===== config.mk =====
export PLATFORM = sky130hd
export DESIGN_NAME = page_context_stack
export DESIGN_NICKNAME = d
export VERILOG_FILES = /design/src/inc/page_stack_pkg.sv /design/src/page_entry.sv /design/src/page_context_stack.sv
export SDC_FILE = /design/constraint.sdc
export NUM_CORES = 1
export LEC_CHECK = 0
export ABC_AREA = 1
export BUFFER_PORTS_ARGS = -buffer_cell sky130_fd_sc_hd__clkbuf_2
export CAP_MARGIN = 25
export CORE_ASPECT_RATIO = 1.4
export CORE_MARGIN = 3
export CORE_UTILIZATION = 45
export CTS_CLUSTER_DIAMETER = 80
export DETAILED_ROUTE_END_ITERATION = 6
export PLACE_DENSITY = 0.67
export SYNTH_ARGS = -nofsm -noshare
export SYNTH_HDL_FRONTEND = slang
export SYNTH_SLANG_ARGS = --single-unit

===== constraint.sdc =====
create_clock -name CLOCK_IN -period 3.4 [get_ports CLOCK_IN]
set_input_delay 0.34 -clock CLOCK_IN [delete_from_list [all_inputs] [get_ports CLOCK_IN]]
set_output_delay 0.34 -clock CLOCK_IN [all_outputs]
set_load 0.005 [all_outputs]

===== src/inc/page_stack_pkg.sv =====
package page_stack_pkg;
  localparam logic [7:0] ADDR_PAGE_CONTROL = 8'h81;
  localparam logic [7:0] ADDR_ACTIVE_PAGE = 8'h84;
  localparam logic [7:0] ADDR_STACK_MIDDLE = 8'h85;
  localparam logic [7:0] ADDR_STACK_BOTTOM = 8'h86;
  localparam int ENABLE_BIT = 0;
  localparam logic RST_ENABLE = 1'h1;
  localparam logic [7:0] RST_ENTRY = 8'h00;
  localparam logic [7:0] PAGE_CONVERTER = 8'h02;
  localparam logic [7:0] PAGE_COUNTER_ARRAY = 8'h00;
  localparam logic [7:0] EMPTY_PAGE = 8'h00;
  localparam int NUM_ENTRIES = 3;
  typedef enum logic [1:0] {
    SRC_CONVERTER,
    SRC_COUNTER_ARRAY,
    SRC_OTHER
  } irq_source_t;
endpackage


===== src/page_entry.sv =====
`timescale 1ns/1ns
module page_entry (
  input wire logic clk_in,
  input wire logic rst_in,
  input wire logic hw_load_in,
  input wire logic [7:0] hw_value_in,
  input wire logic sw_write_in,
  input wire logic [7:0] sw_value_in,
  output logic [7:0] value_out
);
  logic [7:0] value_ff;
  logic [7:0] nxt_value;

  always_comb begin
    nxt_value = value_ff;
    if (hw_load_in) begin
      nxt_value = hw_value_in;
    end else if (sw_write_in) begin
      nxt_value = sw_value_in;
    end
  end

  always_ff @(posedge clk_in or posedge rst_in) begin
    if (rst_in) begin
      value_ff <= page_stack_pkg::RST_ENTRY;
    end else begin
      value_ff <= nxt_value;
    end
  end

  assign value_out = value_ff;
endmodule


===== src/page_context_stack.sv =====
`timescale 1ns/1ns
module page_context_stack (
  input wire logic CLOCK_IN,
  input wire logic RST_IN,
  input wire logic IRQ_ENTRY_IN,
  input wire logic [1:0] IRQ_SOURCE_IN,
  input wire logic [7:0] IRQ_PAGE_IN,
  input wire logic IRQ_RETURN_IN,
  input wire logic REG_WRITE_IN,
  input wire logic [7:0] REG_ADDR_IN,
  input wire logic [7:0] REG_WDATA_IN,
  output logic [7:0] REG_RDATA_OUT,
  output logic REG_HIT_OUT,
  output logic [7:0] ACTIVE_PAGE_OUT,
  output logic AUTO_PAGE_ENABLE_OUT
);
  // what the stack does in a cycle
  typedef enum logic [1:0] {
    OP_HOLD,
    OP_PUSH,
    OP_POP
  } stack_op_t;

  // which register the address selects
  typedef enum logic [2:0] {
    REG_NONE,
    REG_CONTROL,
    REG_ACTIVE,
    REG_MIDDLE,
    REG_BOTTOM
  } reg_select_t;

  stack_op_t stack_op;
  reg_select_t reg_select;
  logic auto_page_enable_ff;
  logic nxt_auto_page_enable;
  logic push;
  logic pop;
  logic sel_control;
  logic sel_active;
  logic sel_middle;
  logic sel_bottom;
  logic wr_control;
  logic wr_active;
  logic wr_middle;
  logic wr_bottom;
  logic [7:0] source_page;
  logic [7:0] active_page;
  logic [7:0] middle_page;
  logic [7:0] bottom_page;
  logic hw_load_active;
  logic [7:0] hw_active;
  logic hw_load_middle;
  logic [7:0] hw_middle;
  logic hw_load_bottom;
  logic [7:0] hw_bottom;
  logic [7:0] entry_value [page_stack_pkg::NUM_ENTRIES];
  logic [7:0] hw_value [page_stack_pkg::NUM_ENTRIES];
  logic hw_load [page_stack_pkg::NUM_ENTRIES];
  logic sw_write [page_stack_pkg::NUM_ENTRIES];
  logic [7:0] rdata_ff;
  logic [7:0] nxt_rdata;
  logic hit_ff;
  logic nxt_hit;

  // register decode, the same on every page
  always_comb begin
    reg_select = REG_NONE;
    unique case (REG_ADDR_IN)
      page_stack_pkg::ADDR_PAGE_CONTROL: begin
        reg_select = REG_CONTROL;
      end
      page_stack_pkg::ADDR_ACTIVE_PAGE: begin
        reg_select = REG_ACTIVE;
      end
      page_stack_pkg::ADDR_STACK_MIDDLE: begin
        reg_select = REG_MIDDLE;
      end
      page_stack_pkg::ADDR_STACK_BOTTOM: begin
        reg_select = REG_BOTTOM;
      end
      default: begin
        reg_select = REG_NONE;
      end
    endcase
  end

  assign sel_control = (reg_select == REG_CONTROL);
  assign sel_active = (reg_select == REG_ACTIVE);
  assign sel_middle = (reg_select == REG_MIDDLE);
  assign sel_bottom = (reg_select == REG_BOTTOM);

  // a write touches only the one register it addresses
  always_comb begin
    wr_control = 1'b0;
    wr_active = 1'b0;
    wr_middle = 1'b0;
    wr_bottom = 1'b0;
    if (REG_WRITE_IN) begin
      wr_control = sel_control;
      wr_active = sel_active;
      wr_middle = sel_middle;
      wr_bottom = sel_bottom;
    end
  end

  // stack moves only on entry or return, and only when enabled
  assign push = IRQ_ENTRY_IN && auto_page_enable_ff;
  // an entry wins over a return in the same cycle
  assign pop = IRQ_RETURN_IN && auto_page_enable_ff && !push;

  // at most one stack operation per cycle
  always_comb begin
    stack_op = OP_HOLD;
    if (push) begin
      stack_op = OP_PUSH;
    end else if (pop) begin
      stack_op = OP_POP;
    end
  end

  // page of the interrupting source
  always_comb begin
    source_page = IRQ_PAGE_IN;
    unique case (page_stack_pkg::irq_source_t'(IRQ_SOURCE_IN))
      page_stack_pkg::SRC_CONVERTER: begin
        source_page = page_stack_pkg::PAGE_CONVERTER;
      end
      page_stack_pkg::SRC_COUNTER_ARRAY: begin
        source_page = page_stack_pkg::PAGE_COUNTER_ARRAY;
      end
      page_stack_pkg::SRC_OTHER: begin
        source_page = IRQ_PAGE_IN;
      end
      default: begin
        source_page = IRQ_PAGE_IN;
      end
    endcase
  end

  // current entry values, top to bottom
  assign active_page = entry_value[0];
  assign middle_page = entry_value[1];
  assign bottom_page = entry_value[2];

  // top entry: source page on entry, middle entry on return
  always_comb begin
    hw_load_active = 1'b0;
    hw_active = active_page;
    unique case (stack_op)
      OP_PUSH: begin
        hw_load_active = 1'b1;
        hw_active = source_page;
      end
      OP_POP: begin
        hw_load_active = 1'b1;
        hw_active = middle_page;
      end
      OP_HOLD: begin
        hw_load_active = 1'b0;
      end
    endcase
  end

  // middle entry: old top on entry, bottom entry on return
  always_comb begin
    hw_load_middle = 1'b0;
    hw_middle = middle_page;
    unique case (stack_op)
      OP_PUSH: begin
        hw_load_middle = 1'b1;
        hw_middle = active_page;
      end
      OP_POP: begin
        hw_load_middle = 1'b1;
        hw_middle = bottom_page;
      end
      OP_HOLD: begin
        hw_load_middle = 1'b0;
      end
    endcase
  end

  // bottom entry: old middle on entry
  // it empties on return, so a later return hands down an empty page
  always_comb begin
    hw_load_bottom = 1'b0;
    hw_bottom = bottom_page;
    unique case (stack_op)
      OP_PUSH: begin
        hw_load_bottom = 1'b1;
        hw_bottom = middle_page;
      end
      OP_POP: begin
        hw_load_bottom = 1'b1;
        hw_bottom = page_stack_pkg::EMPTY_PAGE;
      end
      OP_HOLD: begin
        hw_load_bottom = 1'b0;
      end
    endcase
  end

  // controls for the three entry instances
  always_comb begin
    hw_load[0] = hw_load_active;
    hw_value[0] = hw_active;
    sw_write[0] = wr_active;
    hw_load[1] = hw_load_middle;
    hw_value[1] = hw_middle;
    sw_write[1] = wr_middle;
    hw_load[2] = hw_load_bottom;
    hw_value[2] = hw_bottom;
    sw_write[2] = wr_bottom;
  end

  // entry 0 is the active page, 1 the middle, 2 the bottom
  genvar i;
  generate
    for (i = 0; i < page_stack_pkg::NUM_ENTRIES; i++) begin : g_entry
      page_entry u_entry (
        .clk_in(CLOCK_IN),
        .rst_in(RST_IN),
        .hw_load_in(hw_load[i]),
        .hw_value_in(hw_value[i]),
        .sw_write_in(sw_write[i]),
        .sw_value_in(REG_WDATA_IN),
        .value_out(entry_value[i])
      );
    end
  endgenerate

  // only bit 0 of the control register is stored
  always_comb begin
    nxt_auto_page_enable = auto_page_enable_ff;
    if (wr_control) begin
      nxt_auto_page_enable = REG_WDATA_IN[page_stack_pkg::ENABLE_BIT];
    end
  end

  // enable register
  always_ff @(posedge CLOCK_IN or posedge RST_IN) begin
    if (RST_IN) begin
      auto_page_enable_ff <= page_stack_pkg::RST_ENABLE;
    end else begin
      auto_page_enable_ff <= nxt_auto_page_enable;
    end
  end

  // read data holds what the register held when it was addressed
  always_comb begin
    nxt_rdata = 8'h00;
    unique case (reg_select)
      REG_CONTROL: begin
        nxt_rdata = {7'h00, auto_page_enable_ff};
      end
      REG_ACTIVE: begin
        nxt_rdata = active_page;
      end
      REG_MIDDLE: begin
        nxt_rdata = middle_page;
      end
      REG_BOTTOM: begin
        nxt_rdata = bottom_page;
      end
      REG_NONE: begin
        nxt_rdata = 8'h00;
      end
    endcase
  end

  // read data register
  always_ff @(posedge CLOCK_IN or posedge RST_IN) begin
    if (RST_IN) begin
      rdata_ff <= 8'h00;
    end else begin
      rdata_ff <= nxt_rdata;
    end
  end

  // hit marks an address that this block answers
  always_comb begin
    nxt_hit = 1'b1;
    if (reg_select == REG_NONE) begin
      nxt_hit = 1'b0;
    end
  end

  always_ff @(posedge CLOCK_IN or posedge RST_IN) begin
    if (RST_IN) begin
      hit_ff <= 1'b0;
    end else begin
      hit_ff <= nxt_hit;
    end
  end

  // outputs straight from flip-flops
  assign REG_RDATA_OUT = rdata_ff;
  assign REG_HIT_OUT = hit_ff;
  assign ACTIVE_PAGE_OUT = active_page;
  assign AUTO_PAGE_ENABLE_OUT = auto_page_enable_ff;
endmodule


# Word-level counts from Yosys, hierarchy flattened
# Cells that the tools add are included.
# totals
register_bits	34
latchBits	0
ram_bits	0
mem_bits_ro	0
inputBits	31
out_inout_bits	18
elab_cells	52
n_memories	0
# op_classes
n_addsub	0
multipliers	0
div	0
magnitude_cmp	0
n_eq_ne	12
shift	0
muxes	20
bitwise	0
n_reduce_logical	14
# ops
op	count
$pmux 8 s2	4
$mux 8	6
$pmux 8 s5	1
$eq 8x8->1 const B	4
$pmux 3 s4	1
$eq 3x2->1 const B	2
$reduce_and 2->1	3
$reduce_bool 2->1	3
$mux 1	5
$eq 2x1->1 const B	2
$logic_not 2->1	2
$mux 2	2
$eq 3x1->1 const B	1
$eq 3x3->1 const B	1
$logic_and 1x1->1	3
$logic_not 3->1	1
$ne 3x3->1 const B	1
$eq 2x2->1 const B	1
$pmux 1 s2	1
$reduce_or 2->1	1
$logic_not 1->1	1

# Depth between registers and ports, before layout
# Gate-level depths: netlist of the first run.
# logic_depth
word_depth	10
ltp_mapped	8
depth_no_buf	7

# Cells and area by module
# A second synthesis of the first run with hierarchy kept.
# hier_totals
cells_unflattened	281
area_unflattened_um2	2134.5
# by_module_without_submodules
module	instances	cells_each	area_per_inst_um2	seq_area_each_um2
page_entry	3	45	377.9	200.2
page_context_stack	1	146	1001.0	251.5

# Worst setup path after synthesis of the first run
# No wires, ideal clock.
# synth_timing
path_kind	reg2reg
start	reg auto_page_enable_ff, in the netlist AUTO_PAGE_ENABLE_OUT
end	reg g_entry[1].u_entry.value_ff[1]
setup_time_ns	0.116
arrival_time_ns	1.148
required_time_ns	3.284
slack_ns	2.135
stages_incl_launch_ff	9
path_buffers	1
synth_period_minus_slack_ns	1.265
path_cell_list	dfstp_2 -> nand2_2 -> nand2_1 -> inv_2 -> buf_6 -> nand2_4 -> nand3_1 -> nand2_1 -> nand2_1
# synth_between
elab_chain_len	10
word_cells_on_any_way	16
classes_between	eq/ne (3); mux (5); reduce/logical (8)
# synth_rtl
item	line_no	text
start: declaration	page_context_stack.sv:35	logic auto_page_enable_ff;
start signal: assignment	page_context_stack.sv:244	auto_page_enable_ff <= page_stack_pkg::RST_ENABLE;
start signal: assignment	page_context_stack.sv:246	auto_page_enable_ff <= nxt_auto_page_enable;
$logic_and 1x1->1	page_context_stack.sv:108	assign push = IRQ_ENTRY_IN && auto_page_enable_ff;
$logic_not 1->1	page_context_stack.sv:110	assign pop = IRQ_RETURN_IN && auto_page_enable_ff && !push;
$logic_and 1x1->1	page_context_stack.sv:110	
$mux 2	page_context_stack.sv:117	end else if (pop) begin
$mux 2 (*)	page_context_stack.sv:115	if (push) begin
$eq 2x2->1 or $eq 2x1->1 (tied branches)	page_context_stack.sv:169	unique case (stack_op)
$reduce_or 2->1 (no line)	-	
$pmux 1 s2	page_context_stack.sv:169	
$ne 3x3->1 (no line) or $reduce_bool 2->1 (tied branches)	-	
$reduce_and 2->1 (no line)	-	
end signal: assignment	page_entry.sv:25	value_ff <= page_stack_pkg::RST_ENTRY;
end signal: assignment	page_entry.sv:27	value_ff <= nxt_value;
end: declaration	page_entry.sv:11	logic [7:0] value_ff;
# Every way passes the cells marked *; elsewhere a longest branch is shown, timed or not.
# A chain may end at the register's enable or synchronous reset.

# Worst setup path after layout of the first run
# layout_timing
start	reg auto_page_enable_ff, in the netlist AUTO_PAGE_ENABLE_OUT
end	reg g_entry[2].u_entry.value_ff[2]
# layout_between
elab_chain_len	10
word_cells_on_any_way	16
classes_between	eq/ne (3); mux (5); reduce/logical (8)
# layout_rtl
item	line_no	text
$logic_and 1x1->1	page_context_stack.sv:108	
$logic_not 1->1	page_context_stack.sv:110	
$logic_and 1x1->1	page_context_stack.sv:110	
$mux 2	page_context_stack.sv:117	
$mux 2 (*)	page_context_stack.sv:115	
$eq 2x2->1 or $eq 2x1->1 (tied branches)	page_context_stack.sv:189	unique case (stack_op)
$reduce_or 2->1 (no line)	-	
$pmux 1 s2	page_context_stack.sv:189	
$ne 3x3->1 (no line) or $reduce_bool 2->1 (tied branches)	-	
$reduce_and 2->1 (no line)	-	
end signal: assignment	page_entry.sv:25	
end signal: assignment	page_entry.sv:27	
end: declaration	page_entry.sv:11	
# Marks and branches as above.

==> run summary, run 1 <==
filler instances -> 454
Flop pwr share -> 52.2%
deepest clock path buffer count -> 2
setup TNS -> 0 ns
DR DRC count -> 0
initial antenna violation count -> 0
DR pass1 iterations -> 4
Clock Latency Late Sink -> 0.29 ns
Synth Area per Inst -> 7.66 sq um
Rows -> 28
Port Buffers -> 48
Detail Route Antenna Nets -> 0
P&R area growth vs syn -> 17.2%
Max VDD drop -> 0.381 mV
CP arrival -> 2.05 ns
Switching Share -> 34.2%
largest area contributor in the netlist -> dfrtp_1
Clock Pin Slew Worst Setup and Hold Paths -> 0.07 ns
setup slack after layout -> 1.58 ns
Die Area -> 0.00538 sq mm
max-cap violation count -> 0
Die Y -> 85.6 microns
total leakage power -> 0.00130 uW
Setup crit start kind -> register
final setup skew -> 0.00780 ns
CTS tree -> built
Starting Density -> 47.3%
Top Ports -> 49
synth unique cells -> 20
Num Clock Sinks -> 34
worst hold slack -> 0.124 ns
detail-routed net length per standard cell -> 13.6 microns
slew at the pin closest to its max-slew limit -> 0.741 ns
R2R depth -> 7
highest cell delay on the worst timing path -> 0.55 ns
final setup fails -> 0
Max Freq -> 549 MHz
Syn Inst Count -> 266
combinational power share -> 22.5%
Worst EP required -> 3.62 ns
Root Driver -> clkbuf_8
Sw Pwr -> 420 uW
Slew Limit Fails -> 0
commonest non-fill, non-tap cell in the layout -> nand2_1
RSZ-0062 raised after global routing -> no
most frequent CP cell -> nand2_1
most frequent cells in the layout -> nand2_1 (107), nand3_1 (61), clkbuf_2 (48)
H-Tree Depth -> 2
Die W -> 62.9 microns
post-cts resize count -> 0
master of the slowest instance on the critical path -> inv_2
GRT Util Overall -> 20.1%
Synth Cell Area -> 0.00204 sq mm
Worst Path Max Fanout -> 35
DRT iter0 DRCs -> 69
leading post-synthesis cells by cell area -> dfrtp_1 (41%), nand2_1 (20%), nand3_1 (15%)
period utilisation layout -> 53.6%
vias in the first global route -> 1752
Layout Nets -> 345
CTS Hold Bufs -> 0
critical path class -> register to register
Tmin final -> 1.82 ns
routed vias/inst -> 5.22
TritonCTS Buffers -> 5
core box area -> 0.00431 sq mm
Yosys warnings -> 0
Clk network pwr share -> 25.4%
largest net degree at the start of global routing -> 36
PD cells -> 514 mW/mm^2
Final Wtd Congestion -> 0.807
first-pass GRT wire length -> 8.53 mm
n_diodes -> 0
Int Power -> 807 uW
crit-path cells -> nand2_2 > nand2_1 > inv_2 > nand2_1 > o21ai_0 > nand2_1 > nand2_1
global route overflow -> 0
share of cells above drive strength 1 -> 25.4%
Slew headroom -> 50.5%
Post-CTS Setup Inserts -> 0
Synth top area share -> 40.5%
status -> completed
via count -> 1956
final number of hold-violating endpoints -> 0
Yosys reg bits -> 34
DP Worst Slack -> 1.57 ns
Synth Net Count -> 297
Crit. End Element -> register
DP HPWL -> 3.50 mm
total wire length -> 5.12 mm
post-synthesis sequential area ratio -> 41.8%
HP Class -> primary input to asynchronous set/reset pin
[state kept, by name, summed over array words and instances, names as in the netlist]
name                       cells
g_entry.u_entry.value_out     24
REG_RDATA_OUT                  8
AUTO_PAGE_ENABLE_OUT           1
REG_HIT_OUT                    1
[area by class of cell]
type	count	area (sq um)	share of cell area, %
inverters	20	75.1	3.14
well taps	60	75.1	3.14
multi-input cells	204	1050	43.8
clock buffers	7	86.3	3.62
flip-flops and latches	34	852	35.7
repair buffers	49	248	10.4
clock inverters	1	5.00	0.210
[kinds of logic (layout without fill, tap and decap cells)]
family	Yosys count	count (layout)	synth area share, %
flops	34	34	41.8
simple gates	188	188	46.8
buf+inv	28	77	6.82
compound gates	16	16	4.55
[stage by stage]
stage,utilization [%],area [sq um],total power (uW),std cells
6_report,55.4,2390,1230,375
5_1_grt,55.4,2390,1300,375
4_1_cts,55.4,2390,1230,375
3_5_place_dp,53.3,2300,921,367
3_3_place_gp,53.3,2300,914,367
2_1_floorplan,-,2040,797,266
[worst max-delay path, delay by kind of cell (launching register included)]
kind / cells / cell delay [ns]
and+or+nand+nor: 5 / 0.66
buffers and inverters: 1 / 0.55
AOI/OAI and AO/OA: 1 / 0.13
DFF: 1 / 0.42
[synth_stat cells]
cell,number
nand2_1,107
nand3_1,61
dfrtp_1,33
inv_1,15
nand2_4,7
o21ai_0,6
inv_2,5
o211ai_1,5
o21ai_1,5
buf_2,3
buf_6,3
nand3_4,3
nor2_8,3
buf_4,2
nand2_2,2
nor2_4,2
dfstp_2,1
nand3_2,1
nand4_1,1
nor2_1,1
[layer usage]
metal  track usage (%)  vias up  wire length (microns)
met5                 0        -                      0
met4              5.42        0                     59
met3              3.67        7                    292
met2              32.0       63                   2500
met1              28.0      928                   2260
li1                  -      958                      -
[final timing paths]
| check | slack (ns) | start | endpoint |
|---|---|---|---|
| max | 1.58 | AUTO_PAGE_ENABLE_OUT$_DFFE_PP1P_ | g_entry[2].u_entry.value_out[2]$_DFFE_PP0P_ |
| min | 0.12 | RST_IN | REG_RDATA_OUT[6]$_DFF_PP0_ |
| max reg2reg | 1.58 | AUTO_PAGE_ENABLE_OUT$_DFFE_PP1P_ | g_entry[2].u_entry.value_out[2]$_DFFE_PP0P_ |
| min reg2reg | 0.51 | g_entry[1].u_entry.value_out[5]$_DFFE_PP0P_ | g_entry[1].u_entry.value_out[5]$_DFFE_PP0P_ |
| max in group asynchronous | 2.94 | RST_IN | AUTO_PAGE_ENABLE_OUT$_DFFE_PP1P_ |
| min in group CLOCK_IN | 0.26 | REG_WDATA_IN[0] | AUTO_PAGE_ENABLE_OUT$_DFFE_PP1P_ |
[power by group through the flow]
| stage | clock network, uW | logic (uW) | registers [uW] |
|---|---|---|---|
| finish | 311 | 275 | 640 |
| global route | 336 | 314 | 655 |
| CTS | 316 | 278 | 637 |
| detailed placement | 0 | 277 | 644 |
| global placement | 0 | 272 | 642 |
| floorplan | 0 | 180 | 617 |
Power figures use the tool's default switching activity.
==> inputs of run 2 (changes only) <==
==> constraint.sdc (replaced) <==
create_clock -name CLOCK_IN -period 1.85 [get_ports CLOCK_IN]
set_input_delay 0.185 -clock CLOCK_IN [delete_from_list [all_inputs] [get_ports CLOCK_IN]]
set_output_delay 0.185 -clock CLOCK_IN [all_outputs]
set_load 0.005 [all_outputs]
==> run 2 against run 1 <==
Effect of this change:
- clock-buffer cell count is 1 lower
- total power is 81% higher
- clock power is 75% higher
- combinational power is 84% higher
- non-clock buffer count is 3 higher
- utilization is 0.38 points higher
- final cell count is 0.80% higher
- largest cell class unchanged
- largest power group unchanged
==> run summary, run 2 (synthesis results as in run 1) <==
Num Clock Sinks -> 34 (unchanged)
Max VDD drop -> 0.660 mV (+73%)
Worst EP required -> 2.08 ns (-1.54 ns)
Slew Limit Fails -> 0 (unchanged)
Worst Path Max Fanout -> 35 (unchanged)
DRT iter0 DRCs -> 121 (+75%)
setup TNS -> 0 ns (unchanged)
Clock Latency Late Sink -> 0.29 ns (about the same)
max-cap violation count -> 0 (unchanged)
Root Driver -> clkbuf_8
Post-CTS Setup Inserts -> 0 (unchanged)
detail-routed net length per standard cell -> 13.9 microns (+2.2%)
max reg flops -> 24 (unchanged)
post-cts resize count -> 0 (unchanged)
DR DRC count -> 0 (unchanged)
CTS tree -> built
final core occ -> 55.8% (+0.38 points)
Storage cell area -> 852 sq um (unchanged)
PD cells -> 923 mW/mm^2 (+80%)
period utilisation layout -> 88.6% (+35 points)
Crit. End Element -> register
core box area -> 0.00431 sq mm (unchanged)
Final Wtd Congestion -> 0.831 (+3.1%)
Die Area -> 0.00538 sq mm (unchanged)
GRT Util Overall -> 21.2% (+1.1 points)
Tmin final -> 1.64 ns (-0.184 ns)
final setup skew -> 0.00771 ns (-0.0000890 ns)
initial antenna violation count -> 0 (unchanged)
first-pass GRT wire length -> 8.90 mm (+4.4%)
DR pass1 iterations -> 5 (+1)
final setup fails -> 0 (unchanged)
deepest clock path buffer count -> 2 (unchanged)
critical path class -> register to register
Die Y -> 85.6 microns (unchanged)
Rows -> 28 (unchanged)
n_diodes -> 0 (unchanged)
P&R area growth vs syn -> 18.0%
H-Tree Depth -> 2 (unchanged)
area of the multi-input gates -> 0.00105 sq mm (unchanged)
global route overflow -> 0 (unchanged)
Detail Route Antenna Nets -> 0 (unchanged)
slew at the pin closest to its max-slew limit -> 0.740 ns (-0.00163 ns)
filler instances -> 429 (-5.5%)
DP HPWL -> 3.62 mm (+3.4%)
most frequent cells in the layout -> nand2_1 (107), nand3_1 (61), clkbuf_2 (48)
Layout Nets -> 348 (+0.87%)
DP Worst Slack -> 0.232 ns (-1.34 ns)
CP Launch Point -> AUTO_PAGE_ENABLE_OUT$_DFFE_PP1P_
commonest non-fill, non-tap cell in the layout -> nand2_1
CTS Hold Bufs -> 1 (+1)
Setup crit start kind -> register
worst r2r src -> AUTO_PAGE_ENABLE_OUT$_DFFE_PP1P_
via count -> 1985 (+1.5%)
CP arrival -> 1.87 ns (-0.18 ns)
final number of hold-violating endpoints -> 0 (unchanged)
Clock Pin Slew Worst Setup and Hold Paths -> 0.07 ns (about the same)
total leakage power -> 0.00131 uW (+0.80%)
Top Ports -> 49 (unchanged)
setup slack after layout -> 0.212 ns (-1.37 ns)
Max Freq -> 610 MHz (+11%)
TritonCTS Buffers -> 5 (unchanged)
HP Class -> primary input to register
Die W -> 62.9 microns (unchanged)
routed vias/inst -> 5.25 (+0.68%)
Slew headroom -> 50.6% (+0.11 points)
Starting Density -> 47.3% (unchanged)
Port Buffers -> 48 (unchanged)
total wire length -> 5.27 mm (+3.0%)
status -> completed
largest net degree at the start of global routing -> 36 (unchanged)
RSZ-0062 raised after global routing -> no
hold_sp -> REG_WDATA_IN[0]
share of cells above drive strength 1 -> 25.8% (+0.39 points)
vias in the first global route -> 1795 (+2.5%)
[run 2: cell count changes in the layout (fill, tap and decap cells not counted)]
cell / change
clkinv_2: +1
buf_4: +2
dlygate4sd3_1: +1
clkbuf_8: -1
[run 2: final cells by class]
class | count | share of cell area, %
multi-input combinational | 204 | 43.5
sequential | 34 | 35.5
timing repair buffer | 52 | 11.3
inverter | 20 | 3.12
tap | 60 | 3.12
clock buffer | 6 | 3.02
clock inverter | 2 | 0.416
[run 2: where the power goes]
group	switching [uW]	leakage (uW)	total, uW	internal, uW
clock	282	0.0000450	543	261
sequential	204	0.000441	1170	963
combinational	285	0.000825	507	222
total	772	0.00131	2220	1450
[run 2: critical path, cell delays in order, from the launching register on]
cell	delay (ns)
dfstp_2	0.41
nand2_2	0.09
nand2_1	0.06
inv_2	0.54
nand2_1	0.20
nand3_1	0.14
nand2_1	0.06
nand2_1	0.06
[run 2: path summary, 6_finish.rpt]
| kind | end | slack [ns] | cells past startpoint |
|---|---|---|---|
| max in group asynchronous | AUTO_PAGE_ENABLE_OUT$_DFFE_PP1P_ | 0.98 | 4 |
| max reg2reg | g_entry[1].u_entry.value_out[7]$_DFFE_PP0P_ | 0.21 | 7 |
| min in group asynchronous | g_entry[0].u_entry.value_out[3]$_DFFE_PP0P_ | 0.51 | 4 |
| max | g_entry[1].u_entry.value_out[7]$_DFFE_PP0P_ | 0.21 | 7 |
| min reg2reg | g_entry[1].u_entry.value_out[5]$_DFFE_PP0P_ | 0.52 | 2 |
| min | AUTO_PAGE_ENABLE_OUT$_DFFE_PP1P_ | 0.11 | 3 |
[run 2: layer usage]
metal	up-vias	GRT usage [%]	wire, microns
met3	10	4.98	439
met2	96	31.7	2420
met1	911	29.5	2290
met5	-	0	0
li1	968	-	-
met4	0	8.63	119
[run 2: metrics by stage]
| step | cell area [sq um] | hold slack, ns | instances | power [uW] |
|---|---|---|---|---|
| after floorplan | 2040 | 0.281 | 266 | 1460 |
| after global placement | 2310 | 0.291 | 369 | 1680 |
| after detailed placement | 2310 | 0.290 | 369 | 1690 |
| after CTS | 2400 | 0.104 | 378 | 2220 |
| after global routing | 2400 | 0.141 | 378 | 2370 |
| final | 2400 | 0.111 | 378 | 2220 |
